$ cat src/common/cc_pkg.sv
package cc_pkg;
  // clock and timebase
  localparam int unsigned CLK_PERIOD_NS = 40;
  localparam int unsigned TIME_TICK_NS = 878_900_000;
  localparam int unsigned TIME_TICK_CYCLES = TIME_TICK_NS / CLK_PERIOD_NS;
  localparam int unsigned OFS_LSB_NS = 9_760_000;
  localparam int unsigned OFS_LSB_CYCLES = OFS_LSB_NS / CLK_PERIOD_NS;
  localparam int TICK_W = 25;
  localparam int OFS_PRE_W = 18;
  localparam int OFS_W = 22;
  // wide enough for the slowest rate at 0 C, eight hours of ticks
  localparam int SD_PRE_W = 16;
  // time ticks per hour of self-discharge at the base temperature
  localparam logic [SD_PRE_W-1:0] SD_TICKS_PER_HOUR = 16'h1000;
  // slow-rate divider: one count per 256 time ticks
  localparam logic [7:0] SLOW_PRE_LAST = 8'hff;
  localparam logic [15:0] COUNT_MAX = 16'hffff;
  // temperature steps for the self-discharge rate
  localparam logic [9:0] KELVIN_ZERO_C = 10'h111;
  localparam int SD_BASE_C = 25;
  localparam int SD_STEP_C = 10;
  localparam int SD_HIGH_C = 60;
  localparam int SD_LOW_C = 0;
  // register addresses on the serial link
  localparam logic [6:0] ADDR_OFS_HI = 7'h77;
  localparam logic [6:0] ADDR_OFS_MID = 7'h76;
  localparam logic [6:0] ADDR_OFS_LO = 7'h75;
  localparam logic [6:0] ADDR_DSG_H = 7'h6e;
  localparam logic [6:0] ADDR_DSG_L = 7'h6d;
  localparam logic [6:0] ADDR_CHG_H = 7'h6c;
  localparam logic [6:0] ADDR_CHG_L = 7'h6b;
  localparam logic [6:0] ADDR_SD_H = 7'h6a;
  localparam logic [6:0] ADDR_SD_L = 7'h69;
  localparam logic [6:0] ADDR_DT_H = 7'h68;
  localparam logic [6:0] ADDR_DT_L = 7'h67;
  localparam logic [6:0] ADDR_CT_H = 7'h66;
  localparam logic [6:0] ADDR_CT_L = 7'h65;
  localparam logic [6:0] ADDR_MODE = 7'h64;
  localparam logic [6:0] ADDR_CLR = 7'h63;
  localparam logic [6:0] ADDR_CMD = 7'h62;
  // offset high byte fields
  localparam int OFS_OFFSET_COMP_ENABLE_BIT = 7;
  localparam int OFS_DIR_BIT = 6;
  // mode_wake_register fields
  localparam int MODE_REGDIS_BIT = 7;
  localparam int MODE_CSLOW_BIT = 6;
  localparam int MODE_DSLOW_BIT = 5;
  // clear_register fields
  localparam int CLR_CHG = 0;
  localparam int CLR_DSG = 1;
  localparam int CLR_SD = 2;
  localparam int CLR_CT = 3;
  localparam int CLR_DT = 4;
  localparam logic [4:0] CLR_ALL = 5'h1f;
  // command codes
  localparam logic [7:0] CMD_SLEEP = 8'h01;
  localparam logic [7:0] CMD_RESET = 8'h02;
  localparam logic [7:0] CMD_PROGRAM = 8'h04;
  localparam logic [7:0] CMD_RECALL = 8'h08;
  // reset values
  localparam logic [15:0] COUNT_RST = 16'h0000;
  localparam logic [7:0] BYTE_RST = 8'h00;
endpackage : cc_pkg

$ cat src/hw/cc_counters.sv
`timescale 1ns/100ps
`default_nettype none
module cc_counters
  import cc_pkg::*;
#(
  parameter int unsigned TIME_TICK_CYCLES_P = cc_pkg::TIME_TICK_CYCLES,
  parameter int unsigned OFS_LSB_CYCLES_P = cc_pkg::OFS_LSB_CYCLES
) (
  input wire logic SYS_CLK,
  input wire logic RESET,
  input wire logic VFC_PULSE,
  input wire logic VFC_NEGATIVE,
  input wire logic [8:0] TEMP_KELVIN,
  input wire logic LINK_ACTIVITY,
  input wire logic [6:0] REG_ADDR,
  input wire logic [7:0] REG_WDATA,
  input wire logic REG_WRITE,
  output logic [7:0] REG_RDATA,
  output logic REGULATOR_ENABLE,
  output logic SLEEP_ACTIVE,
  output logic FLASH_PROGRAM_REQ,
  output logic FLASH_RECALL_REQ
);
  typedef struct packed {
    logic [15:0] chg;
    logic [15:0] dsg;
    logic [15:0] sd;
    logic [15:0] ctime;
    logic [15:0] dtime;
    logic [7:0] cpre;
    logic [7:0] dpre;
    logic cslow;
    logic dslow;
    logic cseen;
    logic dseen;
    logic [SD_PRE_W-1:0] sd_pre;
    logic [TICK_W-1:0] tick_cnt;
    logic [OFS_PRE_W-1:0] ofs_pre;
    logic [OFS_W-1:0] ofs_cnt;
    logic [7:0] ofs_hi;
    logic [7:0] ofs_mid;
    logic [7:0] ofs_lo;
    logic reg_dis;
    logic [4:0] clr;
    logic sleep;
    logic prog;
    logic recall;
    logic pulse_prev;
    logic [7:0] rdata;
  } cc_state_t;

  cc_state_t st_reg;
  cc_state_t st_next;
  logic [1:0] vfc_sync;
  logic tick;
  logic pulse;
  logic pulse_chg;
  logic pulse_dsg;
  logic comp;
  logic comp_chg;
  logic comp_dsg;
  logic ct_inc;
  logic dt_inc;
  logic sd_inc;
  logic [OFS_W-1:0] ofs_value;

  // pulse and polarity come from the analog converter, off this clock
  cc_sync #(.W(2)) u_sync (
    .SYS_CLK(SYS_CLK),
    .RESET(RESET),
    .ASYNC_IN({VFC_NEGATIVE, VFC_PULSE}),
    .SYNC_OUT(vfc_sync)
  );

  // self-discharge period in time ticks for a die temperature
  function automatic logic [SD_PRE_W-1:0] sd_period(input logic [8:0] kelvin);
    int tc;
    int up;
    int down;
    tc = int'(kelvin) - int'(KELVIN_ZERO_C);
    if (tc > SD_HIGH_C) tc = SD_HIGH_C;
    if (tc < SD_LOW_C) tc = SD_LOW_C;
    up = 0;
    down = 0;
    if (tc >= SD_BASE_C) up = (tc - SD_BASE_C) / SD_STEP_C;
    else down = (SD_BASE_C - tc + SD_STEP_C - 1) / SD_STEP_C;
    sd_period = (SD_TICKS_PER_HOUR << down) >> up;
  endfunction : sd_period

  // one step of a time counter: fires on a tick of matching activity
  function automatic logic time_step(input logic act, input logic slow,
                                     input logic [7:0] pre, input logic tk);
    time_step = tk && act && (!slow || pre == SLOW_PRE_LAST);
  endfunction : time_step

  // event decode used by the update and by the checks
  assign ofs_value = {st_reg.ofs_hi[5:0], st_reg.ofs_mid, st_reg.ofs_lo};
  assign tick = (st_reg.tick_cnt == TICK_W'(TIME_TICK_CYCLES_P - 1));
  assign pulse = vfc_sync[0] && !st_reg.pulse_prev && !st_reg.sleep;
  assign pulse_chg = pulse && !vfc_sync[1];
  assign pulse_dsg = pulse && vfc_sync[1];
  assign comp = st_reg.ofs_hi[OFS_OFFSET_COMP_ENABLE_BIT] && !st_reg.sleep && ofs_value != '0
    && st_reg.ofs_pre == OFS_PRE_W'(OFS_LSB_CYCLES_P - 1)
    && st_reg.ofs_cnt + OFS_W'(1) >= ofs_value;
  assign comp_chg = comp && st_reg.ofs_hi[OFS_DIR_BIT];
  assign comp_dsg = comp && !st_reg.ofs_hi[OFS_DIR_BIT];
  assign ct_inc = !st_reg.sleep
    && time_step(st_reg.cseen || pulse_chg, st_reg.cslow, st_reg.cpre, tick);
  assign dt_inc = !st_reg.sleep
    && time_step(st_reg.dseen || pulse_dsg, st_reg.dslow, st_reg.dpre, tick);
  assign sd_inc = tick && st_reg.sd_pre + SD_PRE_W'(1) >= sd_period(TEMP_KELVIN);

  // next-state logic; a clear zeroes the base so a same-cycle count survives
  always_comb begin
    st_next = st_reg;
    st_next.pulse_prev = vfc_sync[0];
    st_next.prog = 1'b0;
    st_next.recall = 1'b0;
    st_next.tick_cnt = tick ? '0 : st_reg.tick_cnt + TICK_W'(1);
    // charge and discharge counts: pulses plus compensation
    st_next.chg = (st_reg.clr[CLR_CHG] ? COUNT_RST : st_reg.chg)
      + {15'h0000, pulse_chg} + {15'h0000, comp_chg};
    st_next.dsg = (st_reg.clr[CLR_DSG] ? COUNT_RST : st_reg.dsg)
      + {15'h0000, pulse_dsg} + {15'h0000, comp_dsg};
    // activity seen since the last tick decides which time counter runs
    st_next.cseen = pulse_chg || (st_reg.cseen && !tick);
    st_next.dseen = pulse_dsg || (st_reg.dseen && !tick);
    // charge time counter with slow-rate prescaler
    if (tick && (st_reg.cseen || pulse_chg) && st_reg.cslow && !st_reg.sleep) begin
      st_next.cpre = st_reg.cpre + 8'h01;
    end
    st_next.ctime = (st_reg.clr[CLR_CT] ? COUNT_RST : st_reg.ctime) + {15'h0000, ct_inc};
    st_next.cslow = (st_reg.cslow && !st_reg.clr[CLR_CT])
      || (ct_inc && st_reg.ctime == COUNT_MAX && !st_reg.clr[CLR_CT]);
    if (st_reg.clr[CLR_CT]) st_next.cpre = BYTE_RST;
    // discharge time counter with slow-rate prescaler
    if (tick && (st_reg.dseen || pulse_dsg) && st_reg.dslow && !st_reg.sleep) begin
      st_next.dpre = st_reg.dpre + 8'h01;
    end
    st_next.dtime = (st_reg.clr[CLR_DT] ? COUNT_RST : st_reg.dtime) + {15'h0000, dt_inc};
    st_next.dslow = (st_reg.dslow && !st_reg.clr[CLR_DT])
      || (dt_inc && st_reg.dtime == COUNT_MAX && !st_reg.clr[CLR_DT]);
    if (st_reg.clr[CLR_DT]) st_next.dpre = BYTE_RST;
    // self-discharge keeps counting in sleep
    if (tick) st_next.sd_pre = sd_inc ? '0 : st_reg.sd_pre + SD_PRE_W'(1);
    st_next.sd = (st_reg.clr[CLR_SD] ? COUNT_RST : st_reg.sd) + {15'h0000, sd_inc};
    // offset compensation interval, in 9.76 ms steps
    if (!st_reg.ofs_hi[OFS_OFFSET_COMP_ENABLE_BIT] || st_reg.sleep) begin
      st_next.ofs_pre = '0;
      st_next.ofs_cnt = '0;
    end else if (st_reg.ofs_pre == OFS_PRE_W'(OFS_LSB_CYCLES_P - 1)) begin
      st_next.ofs_pre = '0;
      st_next.ofs_cnt = comp ? '0 : st_reg.ofs_cnt + OFS_W'(1);
    end else begin
      st_next.ofs_pre = st_reg.ofs_pre + OFS_PRE_W'(1);
    end
    // clear bits act for one cycle then drop
    st_next.clr = 5'h00;
    // wake on any link activity; a sleep command in the same cycle wins
    if (LINK_ACTIVITY) st_next.sleep = 1'b0;
    // register writes from the link engine
    if (REG_WRITE) begin
      case (REG_ADDR)
        ADDR_OFS_HI: st_next.ofs_hi = REG_WDATA;
        ADDR_OFS_MID: st_next.ofs_mid = REG_WDATA;
        ADDR_OFS_LO: st_next.ofs_lo = REG_WDATA;
        ADDR_MODE: st_next.reg_dis = REG_WDATA[MODE_REGDIS_BIT];
        ADDR_CLR: st_next.clr = REG_WDATA[4:0];
        ADDR_CMD: begin
          case (REG_WDATA)
            CMD_SLEEP: st_next.sleep = 1'b1;
            CMD_RESET: st_next.clr = CLR_ALL;
            CMD_PROGRAM: st_next.prog = 1'b1;
            CMD_RECALL: st_next.recall = 1'b1;
            default: st_next.prog = 1'b0;
          endcase
        end
        default: st_next.rdata = st_next.rdata;
      endcase
    end
    // read data is registered from the current address
    case (REG_ADDR)
      ADDR_OFS_HI: st_next.rdata = st_reg.ofs_hi;
      ADDR_OFS_MID: st_next.rdata = st_reg.ofs_mid;
      ADDR_OFS_LO: st_next.rdata = st_reg.ofs_lo;
      ADDR_DSG_H: st_next.rdata = st_reg.dsg[15:8];
      ADDR_DSG_L: st_next.rdata = st_reg.dsg[7:0];
      ADDR_CHG_H: st_next.rdata = st_reg.chg[15:8];
      ADDR_CHG_L: st_next.rdata = st_reg.chg[7:0];
      ADDR_SD_H: st_next.rdata = st_reg.sd[15:8];
      ADDR_SD_L: st_next.rdata = st_reg.sd[7:0];
      ADDR_DT_H: st_next.rdata = st_reg.dtime[15:8];
      ADDR_DT_L: st_next.rdata = st_reg.dtime[7:0];
      ADDR_CT_H: st_next.rdata = st_reg.ctime[15:8];
      ADDR_CT_L: st_next.rdata = st_reg.ctime[7:0];
      ADDR_MODE: st_next.rdata = {st_reg.reg_dis, st_reg.cslow, st_reg.dslow, 5'h00};
      ADDR_CLR: st_next.rdata = {3'h0, st_reg.clr};
      default: st_next.rdata = BYTE_RST;
    endcase
  end

  // single state register; everything resets to zero
  always_ff @(posedge SYS_CLK) begin
    if (RESET) begin
      st_reg <= '0;
    end else begin
      st_reg <= st_next;
    end
  end

  // the regulator ignores sleep, only the disable bit turns it off
  assign REGULATOR_ENABLE = !st_reg.reg_dis;
  assign SLEEP_ACTIVE = st_reg.sleep;
  assign FLASH_PROGRAM_REQ = st_reg.prog;
  assign FLASH_RECALL_REQ = st_reg.recall;
  assign REG_RDATA = st_reg.rdata;
endmodule : cc_counters
`default_nettype wire

$ cat src/hw/cc_sync.sv
`timescale 1ns/100ps
`default_nettype none
// two-flop synchroniser for asynchronous levels
module cc_sync #(
  parameter int W = 2
) (
  input wire logic SYS_CLK,
  input wire logic RESET,
  input wire logic [W-1:0] ASYNC_IN,
  output logic [W-1:0] SYNC_OUT
);
  logic [W-1:0] meta_reg;
  logic [W-1:0] sync_reg;

  // first stage feeds only the second stage
  always_ff @(posedge SYS_CLK) begin
    if (RESET) begin
      meta_reg <= '0;
      sync_reg <= '0;
    end else begin
      meta_reg <= ASYNC_IN;
      sync_reg <= meta_reg;
    end
  end

  assign SYNC_OUT = sync_reg;
endmodule : cc_sync
`default_nettype wire

$ cat config.mk
export PLATFORM = sky130hd
export DESIGN_NAME = cc_counters
export DESIGN_NICKNAME = d
export VERILOG_FILES = /design/src/common/cc_pkg.sv /design/src/hw/cc_counters.sv /design/src/hw/cc_sync.sv
export SDC_FILE = /design/constraint.sdc
export NUM_CORES = 1
export LEC_CHECK = 0
export BUFFER_PORTS_ARGS = -buffer_cell sky130_fd_sc_hd__buf_2
export CAP_MARGIN = 20
export CORE_MARGIN = 2
export CORE_UTILIZATION = 38
export CTS_CLUSTER_SIZE = 8
export DETAILED_ROUTE_END_ITERATION = 7
export SYNTH_ARGS = -nofsm -noshare
export SYNTH_HDL_FRONTEND = slang
export SYNTH_HIERARCHICAL = 1
export SYNTH_SLANG_ARGS = --single-unit
$ cat constraint.sdc
create_clock -name SYS_CLK -period 17.4 [get_ports SYS_CLK]
set_input_delay 3.48 -clock SYS_CLK [delete_from_list [all_inputs] [get_ports SYS_CLK]]
set_output_delay 3.48 -clock SYS_CLK [all_outputs]
set_load 0.02 [all_outputs]
### Word-level counts from Yosys, hierarchy flattened

Index checks and enable logic that the tools add are counted.
W data, S select, Z words.

| word-level totals | value |
|---|---|
| register bits | 227 |
| input bits | 30 |
| output and inout port bits | 12 |
| logic and storage cells | 163 |

| cells by class | value |
|---|---|
| add/subtract/negate cells | 18 |
| div/mod/pow operators | 2 |
| magnitude comparators | 5 |
| equality and inequality tests | 26 |
| shifts and indexed selects | 2 |
| muxes and demuxes | 20 |
| bitwise logic cells | 2 |
| reduce and logical (&&, ||, !) cells | 61 |

Operators by type and width:

| kind | count |
|---|---|
| $mux W32 | 4 |
| $pmux W8 S15 | 1 |
| $add A16 B1 Y16 | 7 |
| $eq A7 B7 Y1 const B | 16 |
| $mux W16 | 6 |
| $div A32 B5 Y32 const B | 2 |
| $add A32 B5 Y32 const B | 1 |
| $eq A16 B16 Y1 const B | 2 |
| $ge A32 B6 Y1 const B | 1 |
| $lt A32 B1 Y1 const B | 1 |
| $shl A13 B32 Y16 const A | 1 |
| $shr A16 B32 Y16 | 1 |
| $sub A32 B2 Y32 const B | 1 |
| $sub A32 B6 Y32 const B | 1 |
| $sub A6 B32 Y32 const A | 1 |
| $logic_and A1 B1 Y1 | 29 |
| $add A25 B1 Y25 const B | 1 |
| $eq A25 B25 Y1 const B | 1 |
| $add A22 B1 Y22 const B | 1 |
| $ge A22 B22 Y1 | 1 |
| $mux W22 | 1 |
| $reduce_bool A22 Y1 | 1 |
| $add A18 B1 Y18 const B | 1 |
| $eq A18 B18 Y1 const B | 1 |
| other kinds (20) | 53 |

### Logic depth before layout (Yosys ltp)

Gate-level depths: netlist (run 1).

| depth | value |
|---|---|
| depth after elaboration | 15 |
| depth in mapped cells | 49 |
| depth with buffers taken out | 46 |

### Hierarchy

The synthesis (run 1) kept the hierarchy.

By module, submodules not included:

| module | times used | cells an instance | area each (um2) | sequential area each (um2) |
|---|---|---|---|---|
| cc_counters | 1 | 1926 | 14945.6 | 4464.3 |
| cc_sync | 1 | 8 | 105.1 | 80.1 |

### Least setup slack after synthesis (run 1)

OpenSTA, ideal clock, no wires.

| path | value |
|---|---|
| path type | input to register |
| from | in TEMP_KELVIN[0] |
| to | reg st_reg[185] (netlist name) |
| library setup time | 0.131 ns |
| arrival | 13.428 ns |
| data required time | 17.269 ns |
| path slack | 3.841 ns |
| stages | 49 |
| buffers on the path | 3 |
| cells stage by stage | buf_2 -> inv_1 -> ha_1 -> buf_4 -> or3b_4 -> a311o_1 -> a31oi_4 -> nand2_1 -> nor2_1 -> inv_1 -> ha_1 -> inv_1 -> a211oi_1 -> o21a_1 -> o21ai_2 -> inv_2 -> buf_6 -> ha_1 -> [13 not listed] -> a31oi_1 -> or4b_1 -> or4b_1 -> ha_1 -> a21o_1 -> a21o_1 -> a21o_1 -> a21o_1 -> a2111oi_0 -> o31a_1 -> nor2_1 -> ha_1 -> ha_1 -> nand2_1 -> nor2_1 -> nand3_1 -> xor2_1 -> nor3_1 |

| between the ends | value |
|---|---|
| word-level cells in the longest chain between the ends | 15 |
| elaborated cells on any way between the ends | 19 |
| those cells by class | 6 x add/sub; 2 x div; 4 x order compare; 2 x shift; 4 x mux; 1 x reduce/logical |

Ends and longest elaborated chain:

| what | line | text |
|---|---|---|
| start, declared | cc_counters.sv:13 | `input wire logic [8:0] TEMP_KELVIN,` |
| $sub A9 B9 Y10 * | cc_counters.sv:80 | `tc = int'(kelvin) - int'(KELVIN_ZERO_C);` |
| $gt A10 B7 Y1 | cc_counters.sv:81 | `if (tc > SD_HIGH_C) tc = SD_HIGH_C;` |
| $mux W32 * | cc_counters.sv:81 |  |
| $lt A32 B1 Y1 | cc_counters.sv:82 | `if (tc < SD_LOW_C) tc = SD_LOW_C;` |
| $mux W32 * | cc_counters.sv:82 |  |
| $sub A6 B32 Y32 | cc_counters.sv:86 | `else down = (SD_BASE_C - tc + SD_STEP_C - 1) / SD_STEP_C;` |
| $add A32 B5 Y32 | cc_counters.sv:86 |  |
| $sub A32 B2 Y32 | cc_counters.sv:86 |  |
| $div A32 B5 Y32 | cc_counters.sv:86 |  |
| $mux W32 | cc_counters.sv:85 | `if (tc >= SD_BASE_C) up = (tc - SD_BASE_C) / SD_STEP_C;` |
| $shl A13 B32 Y16 | cc_counters.sv:87 | `sd_period = (SD_TICKS_PER_HOUR << down) >> up;` |
| $shr A16 B32 Y16 * | cc_counters.sv:87 |  |
| $ge A16 B16 Y1 * | cc_counters.sv:111 | `assign sd_inc = tick && st_reg.sd_pre + SD_PRE_W'(1) >= sd_period(TEMP_KELVIN);` |
| $logic_and A1 B1 Y1 * | cc_counters.sv:111 |  |
| $add A16 B1 Y16 * | cc_counters.sv:146 | `st_next.sd = (st_reg.clr[CLR_SD] ? COUNT_RST : st_reg.sd) + {15'h0000, sd_inc};` |
| end signal, assigned | cc_counters.sv:207 | `st_reg <= st_next;` |
| end, declared | cc_counters.sv:52 | `cc_state_t st_reg;` |

Every way passes the cells marked *; elsewhere a longest branch is shown, timed or not.
A chain may end at the register's enable or synchronous reset.

### Worst setup path after layout (run 1)

Ends and elaborated chain as after synthesis.

==> flow_metrics.tcl, run 1 <==
set metrics [dict create \
    run_status "complete, no violations" \
    layout-area-overhead-vs-synth_pct 10.4 \
    core_region_area_sq_um 38800 \
    fin_hold_ws_ns 0.440 \
    clock-skew-final_ns 0.0350 \
    clk_root_buffer_cell "clkbuf_16" \
    place_hpwl_um 29500 \
    post_dp_cell_area_sq_um 15700 \
    grt_pass1_wl_um 66200 \
    library_cell_occupying_the_most_area_in_the_post_synthesis_netlist "dfxtp_1" \
    criticalPathCategory "primary input to register" \
    post_cts_resized 0 \
    postCtsSetupRepairBufs 0 \
    number_of_flip_flops_in_the_largest_register 190 \
    r2r_cells 21 \
    synthMuxAreaShare 0.0215 \
    syn-cell-area_sq_um 15100 \
    avgRoutedWirePerCell_um 16.3 \
    synth.yosys.warnings 6 \
    grt_busiest_layer "met2" \
    clk-insertion-delay-late_ns 0.51 \
    synth_seq_area_share 0.302 \
    drv.max_cap_violation_count 0 \
    core.rowCount 72 \
    p_switching_mw 0.391 \
    min_path_cells 1 \
    mostFrequentLayoutCells "dfxtp_1, nand2_1, nor2_1" \
    critical_path_cell_count 47 \
    share_of_power_burned_in_the_clock_network 0.432 \
    postSynthRegisterBits 227 \
    cts.sinks 227 \
    clockBufferDepth 3 \
    post_synth_xor_area_fraction 0.0951 \
    power.internal_mw 0.983 \
    tritoncts "built" \
    comb_power_share 0.187 \
    crit_buf_inv 7 \
    synth_top_cells_by_area "dfxtp_1, ha_1, xor2_1" \
    global_route.overflow_total 0 \
    share_of_layout_cells_above_drive_strength_1 0.0727 \
    avg_vias_per_cell 5.62 \
    groute.layer.met3.usage 0.0292 \
    ys_async_sr_fraction 0 \
    setup.reg_to_reg.worst_slack_ns 12.42 \
    finish.cell_count_without_fillers 2471 \
    fin_nets 2053 \
    synth_adder_area_share 0.0622 \
    setup_viol 0 \
    drt-total-wl_um 40200 \
    critPathRequiredTime_ns 17.74 \
    fin_util 0.428 \
    clkSlewWorstSetupHoldPaths_ns 0.05 \
    die-width_um 203 \
    antenna_found_initial 0 \
    dp_cells 2430 \
    mapped_avg_cell_area_sq_um 7.78 \
    compound_gate_fraction_of_synth_area 0.182 \
    timing.setup.tns_ns 0 \
    detailedRoute.firstIterationViolations 900 \
    synth-main-ff-cell "dfxtp_1" \
    layout.cells.most_common "dfxtp_1" \
    leakagePower_nw 6.20 \
    postSynthCellCount 1934 \
    transition_time_at_the_pin_with_the_least_slew_margin_ns 1.01 \
    crit_slowest_cell "ha_1" \
    synth-simple-area-share 0.298 \
    tritoncts.num_buffers 34 \
    routabilityCongestion 0.904 \
    post-route-period-util 0.905 \
    sort_of_element_at_the_start_of_the_critical_path "primary input" \
    timing_max_transition_violations_final 0 \
    end_kind "register" \
    height_of_the_die_um 203 \
    worstHoldPathType "register to register" \
    critical_path.max_fanout 20 \
    post-synth-top-area-fraction 0.302 \
    peakVddDrop_mv 0.0504 \
    hold_violations 0 \
    drt_drc_violations_left 0 \
    global_route.usage.met1 0.256 \
    finalCriticalPeriod_ns 15.74 \
    synth_top_family_by_area "simple AND/OR/NAND/NOR gates" \
    yosysUniqueCellTypes 105 \
    switching_share 0.284 \
    drt.antenna.violating_nets 0 \
    top_level_ports 42 \
    worst_setup_path_endpoint "st_reg[185]$_SDFF_PP0_" \
    antenna-diode-count 0 \
    grt_use_met2 0.318 \
    portBuffers 41 \
    floorplan.initialDensity 0.388 \
    count_of_flip_flops_with_a_built_in_enable_after_synthesis 0 \
    timing.slew.headroom 0.322 \
    cts_hold_buf 0 \
    routed-via-count 13900 \
    max_stage_delay_ns 0.76 \
    drt-pass1-iter-count 5 \
    critPathTopFamily "compound AO/OA/AOI/OAI gates" \
    layout_cell_area_excl_fill_sq_um 16600 \
    max_freq_ghz 0.0635 \
    reg2reg_to "st_reg[206]$_SDFF_PP0_" \
    r2r_start "st_reg[42]$_SDFFE_PP0N_" \
    unrepaired_setup_endpoints_after_global_routing "false" \
    p_seq_frac 0.381 \
    crit_start "TEMP_KELVIN[0]" \
    clock_tree.htree_level_count 2 \
    grt_use_total 0.192 \
    vias_in_the_first_global_route 13100 \
    grt_max_degree 55 \
    die-area_sq_um 41200 \
    timing.critical_path.mode_cell "ha_1" \
    pwrdens_nw_per_um2 82.7 \
    critPathArrivalTime_ns 16.08 \
]
-- how the worst min path moves through the flow --
stage	start	endpoint	slack, ns
global placement	u_sync/meta_reg[1]$_SDFF_PP0_	u_sync/SYNC_OUT[1]$_SDFF_PP0_	0.44
finish	u_sync/meta_reg[1]$_SDFF_PP0_	u_sync/SYNC_OUT[1]$_SDFF_PP0_	0.44
detailed placement	u_sync/meta_reg[0]$_SDFF_PP0_	u_sync/SYNC_OUT[0]$_SDFF_PP0_	0.44
CTS	u_sync/meta_reg[1]$_SDFF_PP0_	u_sync/SYNC_OUT[1]$_SDFF_PP0_	0.45
global route	u_sync/meta_reg[1]$_SDFF_PP0_	u_sync/SYNC_OUT[1]$_SDFF_PP0_	0.47
floorplan	u_sync/meta_reg[0]$_SDFF_PP0_	u_sync/SYNC_OUT[0]$_SDFF_PP0_	0.41
-- cell usage after synthesis, types with 15 or more instances --
master    count
a211oi_1     15
a21o_1       20
a21oi_1     110
a221oi_1     20
a31oi_1      30
and2_1       16
and3_1       42
clkbuf_1     52
dfxtp_1     227
ha_1         70
inv_1        55
mux2i_1      25
nand2_1     223
nand2b_1     37
nand3_1     130
nand4_1      35
nor2_1      217
nor2b_1      36
nor3_1       58
nor4_1       24
o21ai_0      64
or3_1        31
xnor2_1      61
xor2_1       98
-- through the flow --
| step | power, mW | worst slack [ns] |
|---|---|---|
| floorplan | 0.734 | 3.84 |
| global route | 1.44 | 0.831 |
| CTS | 1.39 | 1.78 |
| detailed placement | 0.786 | 1.30 |
| global placement | 0.785 | 1.68 |
| finish | 1.37 | 1.66 |
-- kinds of logic after synthesis --
logic type	count (synthesis)
compound gates	392
xor+xnor	161
fa+ha+maj	74
buf+inv	138
flops	227
mux	30
other cells	2
simple gates	910
-- power groups by stage --
stage,Combinational [mW],Sequential (mW),Clock [mW]
4_1_cts,0.253,0.524,0.608
3_3_place_gp,0.251,0.534,0
5_1_grt,0.286,0.523,0.630
2_1_floorplan,0.201,0.534,0
3_5_place_dp,0.252,0.534,0
6_report,0.257,0.524,0.593
-- final cells by class --
type                       count  area (sq um)
multi-input combinational   1577          9980
clock buffer                  36           880
sequential                   227          4540
fill                        3895         22200
tap                          518           648
clock inverter                 2          38.8
timing repair buffer          54           318
inverter                      57           214
-- metal layers --
layer / up-vias / part of all wire
met3: 67 / 0.047
met2: 295 / 0.46
met1: 6555 / 0.46
li1: 6963 / -
met4: 0 / 0.026
met5: - / 0
Power figures use the tool's default switching activity.
==> run 2, diff against run 1 <==
- ABC_AREA: not set -> 1
==> run 2 against run 1 <==
Sequential share of layout area up 0.82 points. Register-to-register slack worse by 1.5 ns. Via count down 1.3%. Critical path depth up 30. Sequential cell count unchanged. Sequential power about the same. Cell area down 2.9%. Synthesized cell count up 13%. Setup slack better by 3.3 ns. Count of clock-buffer cells in the layout unchanged. Largest power group unchanged. Highest routed layer is now met5.
==> flow_metrics.tcl, run 2 <==
set metrics [dict create \
    layout_cell_area_excl_fill_sq_um 16100 \
    setup_viol 0 \
    peakVddDrop_mv 0.113 \
    clkSlewWorstSetupHoldPaths_ns 0.05 \
    library_cell_occupying_the_most_area_in_the_post_synthesis_netlist "dfxtp_1" \
    cts_hold_buf 0 \
    synth.yosys.warnings 6 \
    grt_max_degree 86 \
    clock_tree.htree_level_count 2 \
    drv.max_cap_violation_count 0 \
    clock-skew-final_ns 0.0156 \
    yosysUniqueCellTypes 67 \
    routabilityCongestion 0.901 \
    synth_top_cells_by_area "dfxtp_1, inv_1, nand2_1" \
    die-area_sq_um 39800 \
    timing_max_transition_violations_final 0 \
    max_stage_delay_ns 0.48 \
    drt_drc_violations_left 0 \
    cts.sinks 227 \
    post_dp_cell_area_sq_um 15200 \
    postCtsSetupRepairBufs 0 \
    synth-main-ff-cell "dfxtp_1" \
    pwrdens_nw_per_um2 98.6 \
    dp_cells 2701 \
    comb_power_share 0.306 \
    finalCriticalPeriod_ns 12.40 \
    synth_seq_area_share 0.313 \
    worstHoldPathType "register to register" \
    leakagePower_nw 6.60 \
    mapped_avg_cell_area_sq_um 6.66 \
    timing.slew.headroom 0.399 \
    crit_slowest_cell "ha_1" \
    avg_vias_per_cell 5.00 \
    core.rowCount 71 \
    clk_root_buffer_cell "clkbuf_16" \
    global_route.overflow_total 0 \
    max_freq_ghz 0.0806 \
    layout-area-overhead-vs-synth_pct 11.0 \
    criticalPathCategory "primary input to register" \
    timing.setup.tns_ns 0 \
    clk-insertion-delay-late_ns 0.50 \
    mostFrequentLayoutCells "inv_1, nand2_1, nor2_1" \
    drt.antenna.violating_nets 0 \
    portBuffers 41 \
    fin_hold_ws_ns 0.414 \
    grt_pass1_wl_um 59300 \
    vias_in_the_first_global_route 12800 \
    place_hpwl_um 26600 \
    avgRoutedWirePerCell_um 12.9 \
    routed-via-count 13700 \
    setup.reg_to_reg.worst_slack_ns 10.88 \
    p_switching_mw 0.553 \
    p_seq_frac 0.329 \
    height_of_the_die_um 200 \
    share_of_power_burned_in_the_clock_network 0.365 \
    share_of_layout_cells_above_drive_strength_1 0.0889 \
    clockBufferDepth 3 \
    switching_share 0.348 \
    finish.cell_count_without_fillers 2739 \
    postSynthCellCount 2182 \
    antenna_found_initial 1 \
    drt-pass1-iter-count 8 \
    drt-total-wl_um 35200 \
    power.internal_mw 1.04 \
    unrepaired_setup_endpoints_after_global_routing "false" \
    filler_cell_count 3921 \
    floorplan.initialDensity 0.386 \
    count_of_flip_flops_with_a_built_in_enable_after_synthesis 0 \
    fin_nets 2328 \
    layout.cells.most_common "inv_1" \
    end_kind "register" \
    tritoncts.num_buffers 34 \
    post-route-period-util 0.713 \
    ys_async_sr_fraction 0 \
    synth.top_cells.by_count "inv_1, nand2_1, nor2_1, dfxtp_1, a21oi_1" \
    top_level_ports 42 \
    grt_use_total 0.178 \
    antenna-diode-count 0 \
    syn-cell-area_sq_um 14500 \
    transition_time_at_the_pin_with_the_least_slew_margin_ns 0.899 \
    postSynthRegisterBits 227 \
    critPathRequiredTime_ns 17.74 \
    tritoncts "built" \
    critical_path.max_fanout 12 \
    timing.critical_path.mode_cell "nand2_1" \
    hold_violations 0 \
    critPathArrivalTime_ns 12.75 \
    run_status "complete, no violations" \
    post_cts_resized 0 \
    detailedRoute.firstIterationViolations 770 \
    yosysMostFrequentCell "inv_1" \
    sort_of_element_at_the_start_of_the_critical_path "primary input" \
    post-synth-top-area-fraction 0.313 \
    die-width_um 200 \
    core_region_area_sq_um 37700 \
    number_of_flip_flops_in_the_largest_register 190 \
]
run 2: cell count changes after synthesis, sizes merged, moves of 49 or more:
cell | previous run | this run
nor2 | 218 | 267
nand2 | 223 | 392
xnor2 | 62 | 6
a21oi | 110 | 168
xor2 | 98 | 39
inv | 56 | 405
run 2: metal layers:
metal | vias to the layer above | GRT usage | part of all wire
met2 | 274 | 0.310 | 0.46
met5 | - | 0 | 0.00031
met4 | 2 | 0.0582 | 0.026
li1 | 7208 | - | -
met1 | 6144 | 0.226 | 0.47
met3 | 66 | 0.0265 | 0.048
run 2: worst paths after layout:
| kind | start | to | depth (start not counted) |
|---|---|---|---|
| max | TEMP_KELVIN[0] | st_reg[189]$_SDFF_PP0_ | 77 |
| min reg2reg | u_sync/meta_reg[1]$_SDFF_PP0_ | u_sync/SYNC_OUT[1]$_SDFF_PP0_ | 2 |
| min | u_sync/meta_reg[1]$_SDFF_PP0_ | u_sync/SYNC_OUT[1]$_SDFF_PP0_ | 2 |
| max reg2reg | st_reg[42]$_SDFFE_PP0N_ | st_reg[206]$_SDFF_PP0_ | 35 |
run 2: cell families after synthesis:
family,Yosys count,share of synthesized area
and+or+nand+nor,993,0.318
buffers and inverters,453,0.122
AOI/OAI and AO/OA,389,0.155
DFF,227,0.313
adders and majority gates,72,0.0630
xor gates and xnor gates,45,0.0281
other,2,0.000517
muxes,1,0.000688
run 2: area by class of cell:
class | count | area, sq um | share of cell area
clock inverters | 2 | 13.8 | 0.000853
well taps | 511 | 639 | 0.0396
flip-flops and latches | 227 | 4540 | 0.282
inverters | 406 | 1520 | 0.0944
clock buffers | 36 | 890 | 0.0551
multi-input cells | 1510 | 8250 | 0.512
repair buffers | 47 | 270 | 0.0167
run 2: per-stage QoR:
step	util	power [mW]	worst slack, ns
after floorplan	-	0.934	6.08
after global placement	0.404	1.00	4.98
after detailed placement	0.404	1.02	4.56
after CTS	0.428	1.61	5.05
after global routing	0.428	1.70	3.75
final	0.428	1.59	5.00
run 2: power by group through the flow:
stage	Sequential (mW)	Clock, mW	Combinational, mW
after floorplan	0.533	0	0.400
after global placement	0.534	0	0.468
after detailed placement	0.534	0	0.481
after CTS	0.523	0.599	0.484
after global routing	0.523	0.620	0.556
final	0.523	0.580	0.487
run 2: critical path, delay by kind of cell:
family                   cells  cell delay (ns)
AO/OA/AOI/OAI                7             1.16
adder cells (fa/ha/maj)      7             1.76
buffers and inverters       11             0.96
AND/OR/NAND/NOR             52             5.34
